File: config.mk
export PLATFORM = sky130hd
export DESIGN_NAME = sea_top
export DESIGN_NICKNAME = d
export VERILOG_FILES = /design/src/shared/sea_pkg.sv /design/src/design/sea_top.sv
export VERILOG_INCLUDE_DIRS = /design/src /design/src/shared
export SDC_FILE = /design/constraint.sdc
export NUM_CORES = 1
export LEC_CHECK = 0
export ABC_CLOCK_PERIOD_IN_PS = 4770
export BUFFER_PORTS_ARGS = -buffer_cell sky130_fd_sc_hd__buf_2
export CORE_MARGIN = 3
export CORE_UTILIZATION = 57
export DETAILED_ROUTE_END_ITERATION = 8
export HOLD_SLACK_MARGIN = 0.08
export PLACE_DENSITY = 0.75
export REMOVE_ABC_BUFFERS = 1
export SYNTH_ARGS = -nofsm -noshare
export SYNTH_HDL_FRONTEND = slang
export SYNTH_HIERARCHICAL = 1
export SYNTH_SLANG_ARGS = --single-unit
File: constraint.sdc
create_clock -name pclk -period 4.77 [get_ports pclk]
set_clock_uncertainty 0.2 [all_clocks]
set_input_delay 0.2385 -clock pclk [delete_from_list [all_inputs] [get_ports pclk]]
set_output_delay 0.2385 -clock pclk [all_outputs]
set_load 0.005 [all_outputs]
File: src/shared/sea_params.svh
// Constants of the serial EEPROM access block: offsets, resets, timing.
// Assumes inclusion by bare name from a design or bench file.
`ifndef SEA_PARAMS_SVH
`define SEA_PARAMS_SVH
// ---------------------------------------------
// APB register offsets (byte addresses)
// ---------------------------------------------
`define SEA_OFS_CTRL 8'h00
`define SEA_OFS_STAT 8'h04
`define SEA_OFS_DATA 8'h08
// ---------------------------------------------
// Field positions and reset values
// ---------------------------------------------
`define SEA_CTRL_MON 0
`define SEA_STAT_BUSY 0
`define SEA_STAT_INIT 1
`define SEA_STAT_DROP 2
`define SEA_STAT_IDLE 3
`define SEA_DATA_VLD 8
`define SEA_CTRL_RST 1'h0
`define SEA_INIT_BYTE 8'hff
// ---------------------------------------------
// Timing
// ---------------------------------------------
`define SEA_PROG_MS 10
`define SEA_CLK_MHZ 100
`define SEA_PROG_CYC (`SEA_PROG_MS * 1000 * `SEA_CLK_MHZ)
`define SEA_FIFO_DEPTH 32
`endif

File: src/shared/sea_pkg.sv
// Types of the serial EEPROM access block.
// Assumes nothing beyond a SystemVerilog compiler.
package sea_pkg;
  // Link protocol states, Gray along the usual path
  typedef enum logic [2:0] {
    SEA_IDLE = 3'h0,
    SEA_CTRL = 3'h1,
    SEA_CACK = 3'h3,
    SEA_WDAT = 3'h2,
    SEA_WACK = 3'h6,
    SEA_RDAT = 3'h7,
    SEA_RACK = 3'h5
  } sea_state_t;
  // Control byte layout, MSB first on the line
  typedef struct packed {
    logic [4:0] row_addr;
    logic order_mode_upper;
    logic order_mode_lower;
    logic read_not_write_dir;
  } sea_ctrl_t;
  // Sampled serial link pair
  typedef struct packed {
    logic scl;
    logic sda;
  } sea_link_t;
endpackage

File: src/design/sea_top.sv
// Serial EEPROM access logic: two-wire slave, 32x16 word store, APB view.
// Assumes an APB master on pclk and a two-wire master on the serial link.
//
// Summary of operation
// - Busy programming: ignore inputs, no acknowledge
// - Acknowledge polled control byte once idle
// - Write mode 01: first byte low
// - Write mode 10: first byte high
// - Read control: acknowledge, buffer word, send
// - After both bytes step row, reload
// - Row address wraps during sequential read
// - Read mode 01: low first, increment
// - Read mode 10: high first, decrement
// - Acknowledged FFh leaves interface idle
// - Control byte: row, mode, direction
// - Programming keeps device busy 10 ms
`timescale 1ns/10ps
`include "sea_params.svh"

// ---------------------------------------------
// Byte FIFO between link and APB
// ---------------------------------------------
module sea_fifo import sea_pkg::*; #(
  parameter int WIDTH = 8,
  parameter int DEPTH = 32
) (
  input wire logic pclk, // Clock
  input wire logic presetn, // Async reset, low
  input wire logic in_valid, // Push request
  output logic in_ready, // Room left
  input wire logic [WIDTH-1:0] in_data, // Push data
  output logic out_valid, // Data present
  input wire logic out_ready, // Pop request
  output logic [WIDTH-1:0] out_data // Head word
);
  localparam int AW = $clog2(DEPTH);
  logic [WIDTH-1:0] mem [0:DEPTH-1];
  logic [AW:0] wp_reg;
  logic [AW:0] rp_reg;
  logic [AW:0] cnt;
  // Occupancy from pointer difference
  assign cnt = wp_reg - rp_reg;
  assign in_ready = (cnt != (AW+1)'(DEPTH));
  assign out_valid = (cnt != '0);
  assign out_data = mem[rp_reg[AW-1:0]];
  // Storage write
  always_ff @(posedge pclk) begin
    if (in_valid && in_ready) begin
      mem[wp_reg[AW-1:0]] <= in_data;
    end
  end
  // Pointers
  always_ff @(posedge pclk or negedge presetn) begin
    if (!presetn) begin
      wp_reg <= '0;
      rp_reg <= '0;
    end else begin
      if (in_valid && in_ready) begin
        wp_reg <= wp_reg + 1'b1;
      end
      if (out_valid && out_ready) begin
        rp_reg <= rp_reg + 1'b1;
      end
    end
  end
endmodule // sea_fifo

// ---------------------------------------------
// Top: serial EEPROM access
// ---------------------------------------------
module sea_top import sea_pkg::*; #(
  parameter int PROG_CYCLES = `SEA_PROG_CYC
) (
  input wire logic pclk, // System clock, 100 MHz
  input wire logic presetn, // Async reset, active low
  input wire logic psel, // APB select
  input wire logic penable, // APB enable
  input wire logic pwrite, // APB direction
  input wire logic [7:0] paddr, // APB byte address
  input wire logic [31:0] pwdata, // APB write data
  output logic [31:0] prdata, // APB read data
  output logic pready, // APB ready
  output logic pslverr, // APB error
  input wire logic scl_in, // Serial link clock
  input wire logic sda_in, // Serial link data level
  output logic sda_out, // Data drive value, always low
  output logic sda_oe // Data drive enable, high pulls low
);
  // Byte taken from a word in transfer order
  function automatic logic [7:0] pick(input logic [15:0] w, input logic hi_first,
                                     input logic idx);
    pick = (hi_first ^ idx) ? w[15:8] : w[7:0];
  endfunction

  logic [2:0] scl_s_reg;
  logic [2:0] sda_s_reg;
  sea_link_t filt_reg;
  sea_link_t prev_reg;
  logic start_ev, stop_ev, rise_ev, fall_ev;
  sea_state_t st_reg;
  logic [3:0] bit_reg;
  logic [7:0] sh_reg;
  logic [7:0] tx_reg;
  sea_ctrl_t ctl_reg;
  logic [15:0] buf_reg;
  logic idx_reg;
  logic [1:0] wcnt_reg;
  logic wr_reg;
  logic ackd_reg;
  logic init_reg;
  logic [15:0] mem [0:31];
  logic [19:0] busy_reg;
  logic busy;
  logic hi_first;
  logic dec_mode;
  logic [4:0] row_next;
  logic commit;
  logic mon_reg;
  logic drop_reg;
  logic push_v;
  logic ack_ok;
  logic f_in_rdy, f_out_vld, f_pop;
  logic [7:0] f_out;
  logic acc;
  logic [7:0] tx_first;
  logic [7:0] tx_second;
  logic [7:0] tx_reload;

  // ---------------------------------------------
  // Link input synchronisers and event detect
  // ---------------------------------------------
  // Three stages; a level counts once stages two and three agree
  always_ff @(posedge pclk or negedge presetn) begin
    if (!presetn) begin
      scl_s_reg <= 3'h7;
      sda_s_reg <= 3'h7;
      filt_reg <= 2'h3;
      prev_reg <= 2'h3;
    end else begin
      scl_s_reg <= {scl_s_reg[1:0], scl_in};
      sda_s_reg <= {sda_s_reg[1:0], sda_in};
      if (scl_s_reg[1] == scl_s_reg[2]) begin
        filt_reg.scl <= scl_s_reg[2];
      end
      if (sda_s_reg[1] == sda_s_reg[2]) begin
        filt_reg.sda <= sda_s_reg[2];
      end
      prev_reg <= filt_reg;
    end
  end
  // Start and stop are data edges while the clock stays high
  assign start_ev = filt_reg.scl & prev_reg.scl & prev_reg.sda & ~filt_reg.sda;
  assign stop_ev = filt_reg.scl & prev_reg.scl & ~prev_reg.sda & filt_reg.sda;
  assign rise_ev = filt_reg.scl & ~prev_reg.scl;
  assign fall_ev = ~filt_reg.scl & prev_reg.scl;

  // ---------------------------------------------
  // Mode decode and derived terms
  // ---------------------------------------------
  assign hi_first = ctl_reg.order_mode_upper & ~ctl_reg.order_mode_lower;
  assign dec_mode = hi_first;
  assign row_next = dec_mode ? ctl_reg.row_addr - 5'h1 : ctl_reg.row_addr + 5'h1;
  assign busy = (busy_reg != 20'h0);
  assign commit = stop_ev & wr_reg & (wcnt_reg != 2'h0) & ~busy;
  assign ack_ok = ~busy & (~mon_reg | f_in_rdy);
  // Bytes to send: both of the buffered word, and the first of the next row
  assign tx_first = pick(buf_reg, hi_first, 1'b0);
  assign tx_second = pick(buf_reg, hi_first, 1'b1);
  assign tx_reload = pick(mem[row_next], hi_first, 1'b0);

  // FIFO push: acked control and write bytes, read bytes at master ack
  always_comb begin
    push_v = 1'b0;
    if (mon_reg) begin
      if (fall_ev && bit_reg == 4'h8 && ack_ok) begin
        push_v = (st_reg == SEA_CTRL) || (st_reg == SEA_WDAT && wcnt_reg != 2'h2);
      end else if (rise_ev && st_reg == SEA_RACK) begin
        push_v = f_in_rdy;
      end
    end
  end

  // ---------------------------------------------
  // Link protocol state machine
  // ---------------------------------------------
  always_ff @(posedge pclk or negedge presetn) begin
    if (!presetn) begin
      st_reg <= SEA_IDLE;
      bit_reg <= 4'h0;
      sh_reg <= 8'h00;
      tx_reg <= 8'h00;
      ctl_reg <= 8'h00;
      buf_reg <= 16'h0000;
      idx_reg <= 1'b0;
      wcnt_reg <= 2'h0;
      wr_reg <= 1'b0;
      ackd_reg <= 1'b0;
      init_reg <= 1'b0;
      sda_oe <= 1'b0;
    end else if (start_ev) begin
      // Every transfer and every poll opens here
      st_reg <= SEA_CTRL;
      bit_reg <= 4'h0;
      wr_reg <= 1'b0;
      wcnt_reg <= 2'h0;
      sda_oe <= 1'b0;
    end else if (stop_ev) begin
      st_reg <= SEA_IDLE;
      wr_reg <= 1'b0;
      sda_oe <= 1'b0;
    end else begin
      case (st_reg)
        SEA_CTRL: begin
          if (rise_ev) begin
            sh_reg <= {sh_reg[6:0], filt_reg.sda};
            bit_reg <= bit_reg + 4'h1;
          end else if (fall_ev && bit_reg == 4'h8) begin
            if (ack_ok) begin
              ctl_reg <= sh_reg;
              buf_reg <= mem[sh_reg[7:3]];
              sda_oe <= 1'b1;
              st_reg <= SEA_CACK;
            end else begin
              st_reg <= SEA_IDLE;
            end
          end
        end
        SEA_CACK: begin
          if (fall_ev) begin
            bit_reg <= 4'h0;
            idx_reg <= 1'b0;
            if (ctl_reg == `SEA_INIT_BYTE) begin
              sda_oe <= 1'b0;
              init_reg <= 1'b1;
              st_reg <= SEA_IDLE;
            end else if (ctl_reg.read_not_write_dir) begin
              // First byte of the word in the selected order
              sda_oe <= ~tx_first[7];
              tx_reg <= {tx_first[6:0], 1'b0};
              st_reg <= SEA_RDAT;
            end else begin
              sda_oe <= 1'b0;
              wr_reg <= 1'b1;
              st_reg <= SEA_WDAT;
            end
          end
        end
        SEA_WDAT: begin
          if (rise_ev) begin
            sh_reg <= {sh_reg[6:0], filt_reg.sda};
            bit_reg <= bit_reg + 4'h1;
          end else if (fall_ev && bit_reg == 4'h8) begin
            if (ack_ok && wcnt_reg != 2'h2) begin
              // Place byte by order mode
              if (pick(16'hff00, hi_first, wcnt_reg[0]) == 8'hff) begin
                buf_reg[15:8] <= sh_reg;
              end else begin
                buf_reg[7:0] <= sh_reg;
              end
              wcnt_reg <= wcnt_reg + 2'h1;
              sda_oe <= 1'b1;
              st_reg <= SEA_WACK;
            end else begin
              st_reg <= SEA_IDLE;
            end
          end
        end
        SEA_WACK: begin
          if (fall_ev) begin
            sda_oe <= 1'b0;
            bit_reg <= 4'h0;
            st_reg <= SEA_WDAT;
          end
        end
        SEA_RDAT: begin
          if (rise_ev) begin
            bit_reg <= bit_reg + 4'h1;
          end else if (fall_ev) begin
            if (bit_reg == 4'h8) begin
              sda_oe <= 1'b0;
              st_reg <= SEA_RACK;
            end else begin
              sda_oe <= ~tx_reg[7];
              tx_reg <= {tx_reg[6:0], 1'b0};
            end
          end
        end
        SEA_RACK: begin
          if (rise_ev) begin
            ackd_reg <= ~filt_reg.sda;
          end else if (fall_ev) begin
            bit_reg <= 4'h0;
            if (!ackd_reg) begin
              st_reg <= SEA_IDLE;
            end else if (!idx_reg) begin
              idx_reg <= 1'b1;
              sda_oe <= ~tx_second[7];
              tx_reg <= {tx_second[6:0], 1'b0};
              st_reg <= SEA_RDAT;
            end else begin
              // Word done: step row, reload, continue
              idx_reg <= 1'b0;
              ctl_reg.row_addr <= row_next;
              buf_reg <= mem[row_next];
              sda_oe <= ~tx_reload[7];
              tx_reg <= {tx_reload[6:0], 1'b0};
              st_reg <= SEA_RDAT;
            end
          end
        end
        default: begin
          sda_oe <= 1'b0;
        end
      endcase
    end
  end

  // Transmit bytes also go to the FIFO at master ack
  logic [7:0] push_d;
  assign push_d = (st_reg == SEA_RACK) ? pick(buf_reg, hi_first, idx_reg) : sh_reg;

  // ---------------------------------------------
  // Word store and programming timer
  // ---------------------------------------------
  always_ff @(posedge pclk) begin
    if (commit) begin
      mem[ctl_reg.row_addr] <= buf_reg;
    end
  end
  // Erase plus write time; inputs refused meanwhile
  always_ff @(posedge pclk or negedge presetn) begin
    if (!presetn) begin
      busy_reg <= 20'h0;
    end else if (commit) begin
      busy_reg <= 20'(PROG_CYCLES);
    end else if (busy) begin
      busy_reg <= busy_reg - 20'h1;
    end
  end

  // Data line value is always low; the enable does the work
  always_ff @(posedge pclk or negedge presetn) begin
    if (!presetn) begin
      sda_out <= 1'b0;
    end else begin
      sda_out <= 1'b0;
    end
  end

  // ---------------------------------------------
  // Byte FIFO
  // ---------------------------------------------
  sea_fifo #(.WIDTH(8), .DEPTH(`SEA_FIFO_DEPTH)) u_fifo (
    .pclk(pclk),
    .presetn(presetn),
    .in_valid(push_v),
    .in_ready(f_in_rdy),
    .in_data(push_d),
    .out_valid(f_out_vld),
    .out_ready(f_pop),
    .out_data(f_out)
  );

  // ---------------------------------------------
  // APB slave
  // ---------------------------------------------
  assign acc = psel & penable & ~pready;
  assign f_pop = acc & ~pwrite & (paddr == `SEA_OFS_DATA);
  // One wait state, then ready for one cycle
  always_ff @(posedge pclk or negedge presetn) begin
    if (!presetn) begin
      pready <= 1'b0;
      pslverr <= 1'b0;
      prdata <= 32'h0;
    end else begin
      pready <= acc;
      pslverr <= 1'b0;
      prdata <= 32'h0;
      if (acc) begin
        case (paddr)
          `SEA_OFS_CTRL: prdata[`SEA_CTRL_MON] <= mon_reg;
          `SEA_OFS_STAT: begin
            prdata[`SEA_STAT_BUSY] <= busy;
            prdata[`SEA_STAT_INIT] <= init_reg;
            prdata[`SEA_STAT_DROP] <= drop_reg;
            prdata[`SEA_STAT_IDLE] <= (st_reg == SEA_IDLE);
          end
          `SEA_OFS_DATA: prdata[8:0] <= {f_out_vld, f_out_vld ? f_out : 8'h00};
          default: pslverr <= 1'b1;
        endcase
      end
    end
  end
  // Monitor enable
  always_ff @(posedge pclk or negedge presetn) begin
    if (!presetn) begin
      mon_reg <= `SEA_CTRL_RST;
    end else if (acc && pwrite && paddr == `SEA_OFS_CTRL) begin
      mon_reg <= pwdata[`SEA_CTRL_MON];
    end
  end
  // Lost read byte flag: set wins over write-one clear
  always_ff @(posedge pclk or negedge presetn) begin
    if (!presetn) begin
      drop_reg <= 1'b0;
    end else if (mon_reg && rise_ev && st_reg == SEA_RACK && !f_in_rdy) begin
      drop_reg <= 1'b1;
    end else if (acc && pwrite && paddr == `SEA_OFS_STAT && pwdata[`SEA_STAT_DROP]) begin
      drop_reg <= 1'b0;
    end
  end
endmodule // sea_top

# Yosys cells after proc, flatten, opt, wreduce, memory -nomap -nowiden
# Memory sizes are Yosys's and may differ from the RTL's.
# Cells that the tools add are included.
# Widths: inputs -> output; s select.
[totals] reg_bits=109 ram_bits=768 inputBits=47 output_inout_bits=36 word_cells=299 mem_count=2
[op_classes] n_addsub=8 eq_ne=53 muxes=119 n_bitwise=35 n_reduce_logical=52
[memory_table] memory="mem" words=32 width=16 rd=2 rd_ports_with_merged_regs=0 wr=1 line_no="sea_top.sv:111" text="logic [15:0] mem [0:31];"
[memory_table] memory="u_fifo.mem" words=32 width=8 rd=1 rd_ports_with_merged_regs=0 wr=1 line_no="sea_top.sv:37" text="logic [WIDTH-1:0] mem [0:DEPTH-1];"
[ops] cell="$mux 8" n=22
[ops] cell="$mux 16" n=10
[ops] cell="$mux 3" n=17
[ops] cell="$pmux 16 s3" n=1
[ops] cell="$ne 4x4->1 const B" n=11
[ops] cell="$mux 1" n=40
[ops] cell="$mux 20" n=2
[ops] cell="$ne 2x2->1 const B" n=17
[ops] cell="$mux 5" n=6
[ops] cell="$reduce_and 14->1" n=2
[ops] cell="$pmux 8 s3" n=1
[ops] cell="$reduce_and 12->1" n=2
[ops] cell="$mux 4" n=5
[ops] cell="$reduce_bool 20->1" n=1
[ops] cell="$sub 20x1->20 const B" n=1
[ops] cell="$pmux 3 s6" n=1
[ops] cell="$and 1x1->1" n=16
[ops] cell="$eq 8x8->1 const B" n=2
[ops] cell="$not 1->1" n=16
[ops] cell="$reduce_and 4->1" n=4
[ops] cell="$reduce_bool 2->1" n=8
[ops] cell="$logic_and 1x1->1" n=14
[ops] cell="$mux 2" n=7
[ops] cell="$reduce_and 13->1" n=1
[ops] cell="41 further kinds" n=60

# Depth between registers and ports, before layout
# Gate-level depths: netlist of run 1.
# An unclocked memory read counts as a cell.
[logic_depth] depth_word=13 mapped_depth=17 ltp_nobuf=14

# Cells and area by module
# Netlist of run 1, hierarchy kept.
[modules_own_cells] mod="sea_top" instances=1 cells_each=1730 area_per_inst_um2=29658.4 seq_area_each_um2=17789.6
[modules_own_cells] mod="sea_fifo" instances=1 cells_each=513 area_per_inst_um2=10884.2 seq_area_each_um2=7987.7

# Worst setup path after synthesis of run 1
# No wires, ideal clock.
[synth_timing] path_kind="flip-flop to flip-flop" startpoint="register u_fifo.rp_reg[1]" endpoint="memory u_fifo.mem[54][0], in the netlist u_fifo/mem[27][0], enable pin" setup_ns=0.383 arrival_time_ns=3.901 required_ns=4.187 path_slack_ns=0.286 path_stages_with_launch=17 path_buffers=2 period_less_slack_ns=4.484 path_cell_list="dfrtp_1 buf_2 inv_2 buf_2 ha_1 nor2b_1 o221ai_2 a2bb2oi_1 a21oi_2 nand2_1 or2b_2 nand3_4 or3_2 a31oi_1 a21boi_4 nand2_1 nor3_1"
[synth_via] elab_chain_len=10 word_cells_on_any_way=11 cone_classes="add/sub (1); eq/ne (1); mux (5); bitwise (2); reduce/logical (2)"
[synth_rtl] element="start, declared" line_no="sea_top.sv:39" text="logic [AW:0] rp_reg;"
[synth_rtl] element="start signal, assigned" line_no="sea_top.sv:62" text="rp_reg <= rp_reg + 1'b1;"
[synth_rtl] element="$sub 6x6->6 *" line_no="sea_top.sv:42" text="assign cnt = wp_reg - rp_reg;"
[synth_rtl] element="$ne 6x6->1 *" line_no="sea_top.sv:43" text="assign in_ready = (cnt != (AW+1)'(DEPTH));"
[synth_rtl] element="named net f_in_rdy" line_no="sea_top.sv:122" text="logic f_in_rdy, f_out_vld, f_pop;"
[synth_rtl] element="$or 1x1->1" line_no="sea_top.sv:165" text="assign ack_ok = ~busy & (~mon_reg | f_in_rdy);"
[synth_rtl] element="$and 1x1->1" line_no="sea_top.sv:165"
[synth_rtl] element="$logic_and 1x1->1" line_no="sea_top.sv:175" text="if (fall_ev && bit_reg == 4'h8 && ack_ok) begin"
[synth_rtl] element="$mux 1 *" line_no="sea_top.sv:175"
[synth_rtl] element="$mux 1 *" line_no="sea_top.sv:174" text="if (mon_reg) begin"
[synth_rtl] element="named net push_v" line_no="sea_top.sv:120" text="logic push_v;"
[synth_rtl] element="$logic_and 1x1->1 *" line_no="sea_top.sv:48" text="if (in_valid && in_ready) begin"
[synth_rtl] element="$mux 1 *" line_no="sea_top.sv:48"
[synth_rtl] element="$mux 1 (not written as such) *" line_no="sea_top.sv:49" text="mem[wp_reg[AW-1:0]] <= in_data;"
[synth_rtl] element="end, declared" line_no="sea_top.sv:37"
# The timed path passes the listed nets; every way through them passes the cells marked *.

# Worst setup path in the final report of run 1
[layout_timing] startpoint="register u_fifo.wp_reg[1]" endpoint="memory u_fifo.mem[36][7], in the netlist u_fifo/mem[18][7], enable pin"
[layout_via] elab_chain_len=10 word_cells_on_any_way=11 cone_classes="add/sub (1); eq/ne (1); mux (5); bitwise (2); reduce/logical (2)"
[layout_rtl] element="start, declared" line_no="sea_top.sv:38" text="logic [AW:0] wp_reg;"
[layout_rtl] element="start signal, assigned" line_no="sea_top.sv:59" text="wp_reg <= wp_reg + 1'b1;"
[layout_rtl] element="$sub 6x6->6 *" line_no="sea_top.sv:42"
[layout_rtl] element="$ne 6x6->1 *" line_no="sea_top.sv:43"
[layout_rtl] element="named net f_in_rdy" line_no="sea_top.sv:122"
[layout_rtl] element="$or 1x1->1" line_no="sea_top.sv:165"
[layout_rtl] element="$and 1x1->1" line_no="sea_top.sv:165"
[layout_rtl] element="$logic_and 1x1->1" line_no="sea_top.sv:175"
[layout_rtl] element="$mux 1 *" line_no="sea_top.sv:175"
[layout_rtl] element="$mux 1 *" line_no="sea_top.sv:174"
[layout_rtl] element="named net push_v" line_no="sea_top.sv:120"
[layout_rtl] element="$logic_and 1x1->1 *" line_no="sea_top.sv:48"
[layout_rtl] element="$mux 1 *" line_no="sea_top.sv:48"
[layout_rtl] element="$mux 1 (not written as such) *" line_no="sea_top.sv:49"
# Marks and branches as above.

==> impl_metrics.sql, run 1 <==
INSERT INTO impl_metrics (metric_group, metric, value, unit) VALUES
('critical_path', 'biggest_fanout_along_the_worst_timing_path', '12', ''),
('critical_path', 'critical_path.reg2reg.startpoint', 'u_fifo/wp_reg[1]', ''),
('route', 'drcViolationCount', '0', ''),
('critical_path', 'timing_worst_setup_path_type', 'reg -> reg', ''),
('yosys', 'netlist_area', '40500', 'um2'),
('placement', 'last_weighted_congestion_value_of_the_routability_driven_placer', '0.920', ''),
('yosys', 'synth.largest_area_cell', 'edfxtp_1', ''),
('critical_path', 'r2r_cells', '14', ''),
('timing', 'hold_viol_final', '0', ''),
('critical_path', 'crit_arrival', '4.52', 'ns'),
('timing', 'timing.final.crit_period', '4.43', 'ns'),
('route', 'routed_wirelength', '106000', 'um'),
('hold_path', 'hold_path_depth', '0', ''),
('pwr', 'power_consumption', '19.0', 'mW'),
('timing', 'hold_slack', '0.152', 'ns'),
('timing', 'max_slew_violation_total_from_the_final_report', '0', ''),
('final_layout', 'fin_cells', '3364', ''),
('yosys', 'synth_edf_count', '768', ''),
('route', 'number_of_routed_nets_with_antenna_violations', '0', ''),
('route', 'vias', '23300', ''),
('final_layout', 'flow.area_growth_from_synthesis', '12.4', '%'),
('cts', 'cts-root-buf', 'clkbuf_16', ''),
('hold_path', 'worst_hold_path_type', 'reg -> reg', ''),
('yosys', 'synth_top_cell_area_share', '56.9', '%'),
('critical_path', 'critical-path-top-delay-family', 'simple AND/OR/NAND/NOR gates', ''),
('pwr', 'static-leakage-power', '14.8', 'nW'),
('timing', 'setup_viol', '0', ''),
('cts', 'clk_sink_count', '876', ''),
('yosys', 'synth_area_per_cell', '18.1', 'um2'),
('timing', 'timing.max_slew.rel_slack', '17.7', '%'),
('timing', 'timing.final.crit_share', '92.8', '%'),
('critical_path', 'worstSetupPathDepth', '14', ''),
('critical_path', 'worst-r2r-setup-slack', '0.34', 'ns'),
('critical_path', 'cp.required', '4.86', 'ns'),
('pwr', 'p_clk_share', '39.1', '%'),
('yosys', 'synthArstFlopShare', '12.3', '%'),
('timing', 'tightest_slew', '1.23', 'ns'),
('cts', 'tritoncts', 'yes', ''),
('critical_path', 'rr_endpoint', 'u_fifo/mem[18][7]', ''),
('placement', 'dpl.hpwl', '63600', 'um'),
('cts', 'clk_pin_slew', '0.07', 'ns'),
('route', 'route.detailed.wl_per_inst', '31.4', 'um'),
('critical_path', 'worst-path-buf-inv', '2', ''),
('global_route', 'grt_pass1_vias', '24000', ''),
('yosys', 'yosysWarningCount', '6', ''),
('die', 'start_util', '57.7', '%'),
('critical_path', 'worst_setup_path_start_kind', 'flop', ''),
('yosys', 'post_synth_main_area_contributors', 'edfxtp_1, mux4_2, dfrtp_1', ''),
('job', 'maximum_capacitance_violations', '0', ''),
('critical_path', 'timing.critical_path.cells', 'ha_1 > nor2b_1 > o221ai_2 > a21oi_2 > xnor2_1 > nand2_1 > or2b_2 > nand3_4 > or3_2 > a31oi_1 > a21boi_4 > buf_12 > buf_4 > and3_1', ''),
('cts', 'ctsResizeCount', '0', ''),
('die', 'placementRows', '97', ''),
('pwr', 'switching_share', '26.0', '%'),
('pwr', 'irDropWorstVdd', '0.445', 'mV'),
('global_route', 'largest_net_degree_at_the_start_of_global_routing', '134', ''),
('critical_path', 'crit_path_end_kind', 'flop', ''),
('yosys', 'ys.flop_type', 'edfxtp_1', ''),
('hold_path', 'worstHoldEndpoint', 'sda_s_reg[1]', ''),
('critical_path', 'critical_path.slowest_cell', 'or3_2', ''),
('cts', 'htree_levels', '3', ''),
('global_route', 'grt_util_all_layers', '28.9', '%'),
('pwr', 'internal_power', '14.0', 'mW'),
('timing', 'max_freq', '0.226', 'GHz'),
('die', 'vertical_extent_of_the_die', '273', 'um'),
('global_route', 'number_of_antenna_violations_at_the_first_check_in_global_routing', '1', ''),
('pwr', 'seqPwrFrac', '46.8', '%'),
('cts', 'clk_latency', '0.65', 'ns'),
('pwr', 'power.combinational.fraction', '14.1', '%'),
('global_route', 'grt_overflow', '0', ''),
('die', 'core_area', '70300', 'um2'),
('status', 'run_status', 'complete, no violations', '');
==> stage by stage <==
stage / worst slack, ns / TNS, ns / util [%] / area, um2
after floorplan: -5.29 / -651.81 / - / 39700
after global placement: 0.348 / 0 / 60.0 / 42100
after detailed placement: 0.247 / 0 / 60.0 / 42100
after CTS: 0.194 / 0 / 64.8 / 45500
after global routing: 0.146 / 0 / 64.8 / 45600
final: 0.344 / 0 / 64.8 / 45600
==> routing by layer <==
metal  wire length [um]  up-vias  track usage [%]  share of wire [%]
li1                   -     9440                -                  -
met1              37500    12100             38.2                 35
met2              51500     1483             46.2                 49
met3              11100      321             6.44                 11
met4               5600        2             13.5                5.3
met5                 11        -                0              0.010
==> cells in the final DEF (no fill, tap or decap), types with 13 or more instances in the layout <==
cell / Yosys / routed
buf_4: 33 / 95
buf_2: 46 / 27
nor2_2: 0 / 33
nand3_1: 48 / 48
edfxtp_1: 768 / 768
conb_1: 1 / 24
and3_1: 41 / 41
nor3_1: 19 / 18
nor2_1: 96 / 63
clkinv_2: 0 / 14
nand2_1: 92 / 92
a22o_1: 13 / 13
mux4_2: 360 / 360
clkinv_1: 0 / 14
mux2_2: 16 / 16
ha_1: 18 / 17
mux2_1: 17 / 17
clkbuf_16: 0 / 91
buf_12: 2 / 17
dlygate4sd3_1: 0 / 26
xnor2_1: 23 / 23
inv_1: 29 / 29
bufinv_16: 0 / 16
dfrtp_1: 98 / 92
mux2i_1: 129 / 129
o21ai_1: 16 / 16
o21ai_0: 39 / 32
a21oi_1: 59 / 58
==> cells by family (layout without fill, tap and decap cells) <==
| group | count (synthesis) | in the layout | share of synthesized area [%] |
|---|---|---|---|
| flops | 876 | 876 | 63.6 |
| mux | 523 | 523 | 24.1 |
| simple gates | 375 | 375 | 4.80 |
| compound gates | 214 | 214 | 3.49 |
| buf+inv | 203 | 361 | 2.69 |
| xor+xnor | 31 | 31 | 0.688 |
| fa+ha+maj | 20 | 20 | 0.605 |
| other cells | 1 | 24 | 0.00925 |
==> worst register-to-register path, stage by stage (launching register included) <==
cell and delay [ns]:
dfrtp_1 0.43, ha_1 0.32, nor2b_1 0.21, o221ai_2 0.15
a21oi_2 0.20, xnor2_1 0.14, nand2_1 0.17, or2b_2 0.19
nand3_4 0.14, or3_2 0.55, a31oi_1 0.33, a21boi_4 0.26
buf_12 0.15, buf_4 0.19, and3_1 0.44
==> timing repair <==
item | 4_1_cts | 5_1_grt
endpoints found under the setup margin | 0 | 160
endpoints found under the hold margin | 78 | 0
hold buffers | 27 | 0
setup buffers | 0 | 4
==> power by group through the flow <==
stage | Combinational, mW | Sequential [mW] | Clock, mW
6_report | 2.67 | 8.89 | 7.42
5_1_grt | 2.83 | 8.89 | 7.80
4_1_cts | 2.65 | 8.88 | 7.50
3_5_place_dp | 2.63 | 9.04 | 0
3_3_place_gp | 2.58 | 9.03 | 0
2_1_floorplan | 1.44 | 9.30 | 0
==> worst max-delay path by stage <==
stage / slack (ns) / to / start
after detailed placement: 0.25 / u_fifo/mem[2][4] / u_fifo/wp_reg[1]
after CTS: 0.19 / u_fifo/mem[18][7] / u_fifo/wp_reg[1]
after floorplan: -5.29 / sda_oe / ctl_reg[3]
after global routing: 0.15 / u_fifo/mem[22][1] / u_fifo/wp_reg[1]
final: 0.34 / u_fifo/mem[18][7] / u_fifo/wp_reg[1]
after global placement: 0.35 / u_fifo/mem[18][7] / u_fifo/wp_reg[1]
==> area by class of cell <==
class,count,area (um2)
flip-flops and latches,876,25800
fillers,4535,24700
multi-input cells,1187,13900
clock buffers,101,2310
repair buffers,165,1450
well taps,940,1180
clock inverters,62,786
inverters,33,124
==> Yosys cell counts, drive strengths merged, types with 3 or more instances <==
| master | instances |
|---|---|
| o22ai | 8 |
| mux2i | 130 |
| o221ai | 3 |
| nor4 | 4 |
| a41o | 5 |
| edfxtp | 768 |
| or4 | 4 |
| a211oi | 8 |
| a31oi | 9 |
| or2 | 3 |
| a311oi | 4 |
| mux2 | 33 |
| nand4b | 3 |
| a21oi | 62 |
| nor2 | 96 |
| a22oi | 7 |
| nand4 | 10 |
| a211o | 3 |
| nand2b | 11 |
| dfstp | 10 |
| nor3 | 20 |
| ha | 18 |
| mux4 | 360 |
| a22o | 13 |
| inv | 33 |
| nand3b | 8 |
| xnor2 | 24 |
| clkbuf | 65 |
| a21o | 3 |
| nor2b | 4 |
| buf | 105 |
| nand2 | 92 |
| dfrtp | 98 |
| nand3 | 50 |
| o21ai | 56 |
| or3 | 6 |
| nor3b | 9 |
| o211ai | 12 |
| o21a | 4 |
| and3 | 41 |
| xor2 | 7 |
Note: power is estimated with default switching activity, not from simulation.
==> run 2, diff against run 1 <==
--- a/config.mk
+++ b/config.mk
@@ -8,11 +8,11 @@
 export LEC_CHECK = 0
 export ABC_CLOCK_PERIOD_IN_PS = 4770
 export BUFFER_PORTS_ARGS = -buffer_cell sky130_fd_sc_hd__buf_2
-export CORE_MARGIN = 3
+export CORE_MARGIN = 8
 export CORE_UTILIZATION = 57
 export DETAILED_ROUTE_END_ITERATION = 8
 export HOLD_SLACK_MARGIN = 0.08
-export PLACE_DENSITY = 0.75
+export PLACE_DENSITY = 0.74
 export REMOVE_ABC_BUFFERS = 1
 export SYNTH_ARGS = -nofsm -noshare
 export SYNTH_HDL_FRONTEND = slang
==> run 2 against run 1 <==
  * Setup slack improved by 0.038 ns
  * Sequential share of layout area is 0.22 points higher
  * First-iteration DRC count down 12%
  * Worst hold slack got worse by 0.12 ns
  * Critical path type unchanged
==> impl_metrics.sql, run 2 (same netlist as run 1, synthesis figures left out) <==
INSERT INTO impl_metrics (metric_group, metric, value, unit) VALUES
('status', 'run_status', 'complete, no violations', ''),
('cts', 'cts-root-buf', 'clkbuf_16', ''),
('critical_path', 'timing_worst_setup_path_type', 'reg -> reg', ''),
('cts', 'cts-buffers-inserted', '90', ''),
('final_layout', 'finish.net_count', '2420', ''),
('route', 'vias_per_cell', '6.87', ''),
('pwr', 'powerDensity', '408', 'nW/um2'),
('route', 'number_of_routed_nets_with_antenna_violations', '0', ''),
('die', 'io_pins', '83', ''),
('timing', 'timing.max_slew.rel_slack', '15.4', '%'),
('final_layout', 'drive_gt1_share', '30.0', '%'),
('timing', 'tns', '0', 'ns'),
('timing', 'max_freq', '0.228', 'GHz'),
('route', 'detailedRoute.firstPassIterationCount', '8', ''),
('final_layout', 'largest_register_ff_count', '512', ''),
('cts', 'clk_latency', '0.68', 'ns'),
('cts', 'tritoncts', 'yes', ''),
('critical_path', 'critical_path.slowest_cell', 'or3_2', ''),
('placement', 'last_weighted_congestion_value_of_the_routability_driven_placer', '0.878', ''),
('timing', 'max_slew_violation_total_from_the_final_report', '0', ''),
('timing', 'tightest_slew', '1.27', 'ns'),
('critical_path', 'worst_setup_path_start_kind', 'flop', ''),
('global_route', 'grt_overflow', '0', ''),
('route', 'vias', '23100', ''),
('global_route', 'largest_net_degree_at_the_start_of_global_routing', '132', ''),
('timing', 'setup_viol', '0', ''),
('global_route', 'gr-max-usage-layer', 'met2', ''),
('timing', 'hold_viol_final', '0', ''),
('pwr', 'irDropWorstVdd', '0.376', 'mV'),
('route', 'route.detailed.wl_per_inst', '30.8', 'um'),
('global_route', 'grtUsageMet3', '5.84', '%'),
('critical_path', 'cp.required', '4.86', 'ns'),
('route', 'drcViolationCount', '0', ''),
('global_route', 'use_met2', '41.7', '%'),
('final_layout', 'area.sequential', '25800', 'um2'),
('timing', 'final.setup.worst_slack', '0.383', 'ns'),
('final_layout', 'antenna-diode-count', '0', ''),
('route', 'routed_wirelength', '104000', 'um'),
('global_route', 'number_of_antenna_violations_at_the_first_check_in_global_routing', '0', ''),
('placement', 'dpl.hpwl', '63700', 'um'),
('final_layout', 'multi_input_area', '13900', 'um2'),
('critical_path', 'critical-path-max-stage-delay', '0.57', 'ns'),
('critical_path', 'crit_path_end_kind', 'flop', ''),
('job', 'maximum_capacitance_violations', '0', ''),
('timing', 'hold_slack', '0.0312', 'ns'),
('global_route', 'globalRouteMet1Util', '34.9', '%'),
('die', 'die_w', '283', 'um'),
('final_layout', 'layout_commonest_cell', 'edfxtp_1', ''),
('global_route', 'grt_pass1_wl', '154000', 'um'),
('timing', 'rsz0062_at_grt', 'no', ''),
('timing', 'timing.final.crit_share', '92.0', '%'),
('die', 'start_util', '57.7', '%'),
('placement', 'dpl_cell_area', '42200', 'um2'),
('critical_path', 'biggest_fanout_along_the_worst_timing_path', '37', ''),
('global_route', 'grt_util_all_layers', '26.2', '%'),
('critical_path', 'crit_arrival', '4.47', 'ns'),
('cts', 'clk_pin_slew', '0.06', 'ns'),
('cts', 'ctsResizeCount', '0', ''),
('die', 'placementRows', '97', ''),
('cts', 'htree_levels', '3', ''),
('final_layout', 'layout.cells.most_common_list', 'edfxtp_1, mux4_2, mux2i_1', ''),
('hold_path', 'worst_hold_path_type', 'in -> async', ''),
('placement', 'place_ws', '0.516', 'ns'),
('global_route', 'grt_pass1_vias', '23300', ''),
('final_layout', 'layout.filler_cells', '4640', ''),
('cts', 'clk_sink_count', '876', ''),
('pwr', 'static-leakage-power', '14.7', 'nW'),
('die', 'floorplan.die_area', '79900', 'um2'),
('timing', 'timing.final.crit_period', '4.39', 'ns'),
('die', 'core_area', '70300', 'um2'),
('critical_path', 'timing.critical_path.cells', 'ha_1 > nor2b_1 > o221ai_2 > a21oi_2 > xnor2_1 > nand2_1 > or2b_2 > nand3_4 > or3_2 > a31oi_1 > a21boi_4 > buf_4 > and3_1', ''),
('final_layout', 'flow.area_growth_from_synthesis', '11.9', '%'),
('placement', 'placement.io_buffers', '28', ''),
('route', 'drt_iter0_markers', '2881', ''),
('die', 'vertical_extent_of_the_die', '283', 'um'),
('cts', 'clock_tree.buffer_depth', '3', ''),
('final_layout', 'finish.utilization', '64.6', '%'),
('final_layout', 'cell_area_after_layout', '45400', 'um2');
[run 2: cell types whose count changed in the layout (fill, tap and decap cells not counted), sizes merged]
cell	before	now
clkbuf	101	114
bufinv	16	6
clkinv	32	39
clkinvlp	7	1
inv	40	37
buf	139	141
[run 2: power breakdown]
part,total [mW],switching [mW],internal (mW)
clock,6.91,3.02,3.89
sequential,8.99,0.360,8.63
combinational,2.60,1.53,1.07
total,18.5,4.92,13.6
[run 2: what timing repair did]
action                                 CTS  global route
setup buffers                            0             0
setup endpoints to repair                0             0
endpoints found under the hold margin   94             0
hold buffers                            26             0
[run 2: layout make-up]
type	instances	share of cell area (%)
Sequential cell	876	56.8
Multi-Input combinational cell	1187	30.7
Clock buffer	114	5.20
Timing Repair Buffer	167	3.23
Tap cell	940	2.59
Clock inverter	50	1.21
Inverter	33	0.273
[run 2: worst paths after layout]
kind | from | end | slack, ns | cells after the start
max | u_fifo/wp_reg[1] | u_fifo/mem[9][1] | 0.38 | 13
min | presetn | prdata[4] | 0.03 | 2
max reg2reg | u_fifo/wp_reg[1] | u_fifo/mem[9][1] | 0.38 | 13
min reg2reg | scl_s_reg[0] | scl_s_reg[1] | 0.13 | 0
max in group asynchronous | presetn | ctl_reg[3] | 3.16 | 3
min in group pclk | scl_s_reg[0] | scl_s_reg[1] | 0.13 | 0
[run 2: through the flow]
step	cells	power (mW)
2_1_floorplan	2096	10.7
3_3_place_gp	3177	11.6
3_5_place_dp	3177	11.7
4_1_cts	3367	18.6
5_1_grt	3367	19.0
6_report	3367	18.5
[run 2: routing by layer]
| layer | up-vias | part of all wire (%) |
|---|---|---|
| met5 | - | 0 |
| met4 | 0 | 4.7 |
| met3 | 288 | 10 |
| met2 | 1463 | 48 |
| met1 | 11900 | 37 |
| li1 | 9430 | - |
[run 2: critical path: cells and delay by family, from the launching register on]
family	cells	cell delay, ns
fa+ha+maj	1	0.32
xor+xnor	1	0.15
compound gates	4	0.80
simple gates	6	1.75
buf+inv	1	0.36
flops	1	0.42
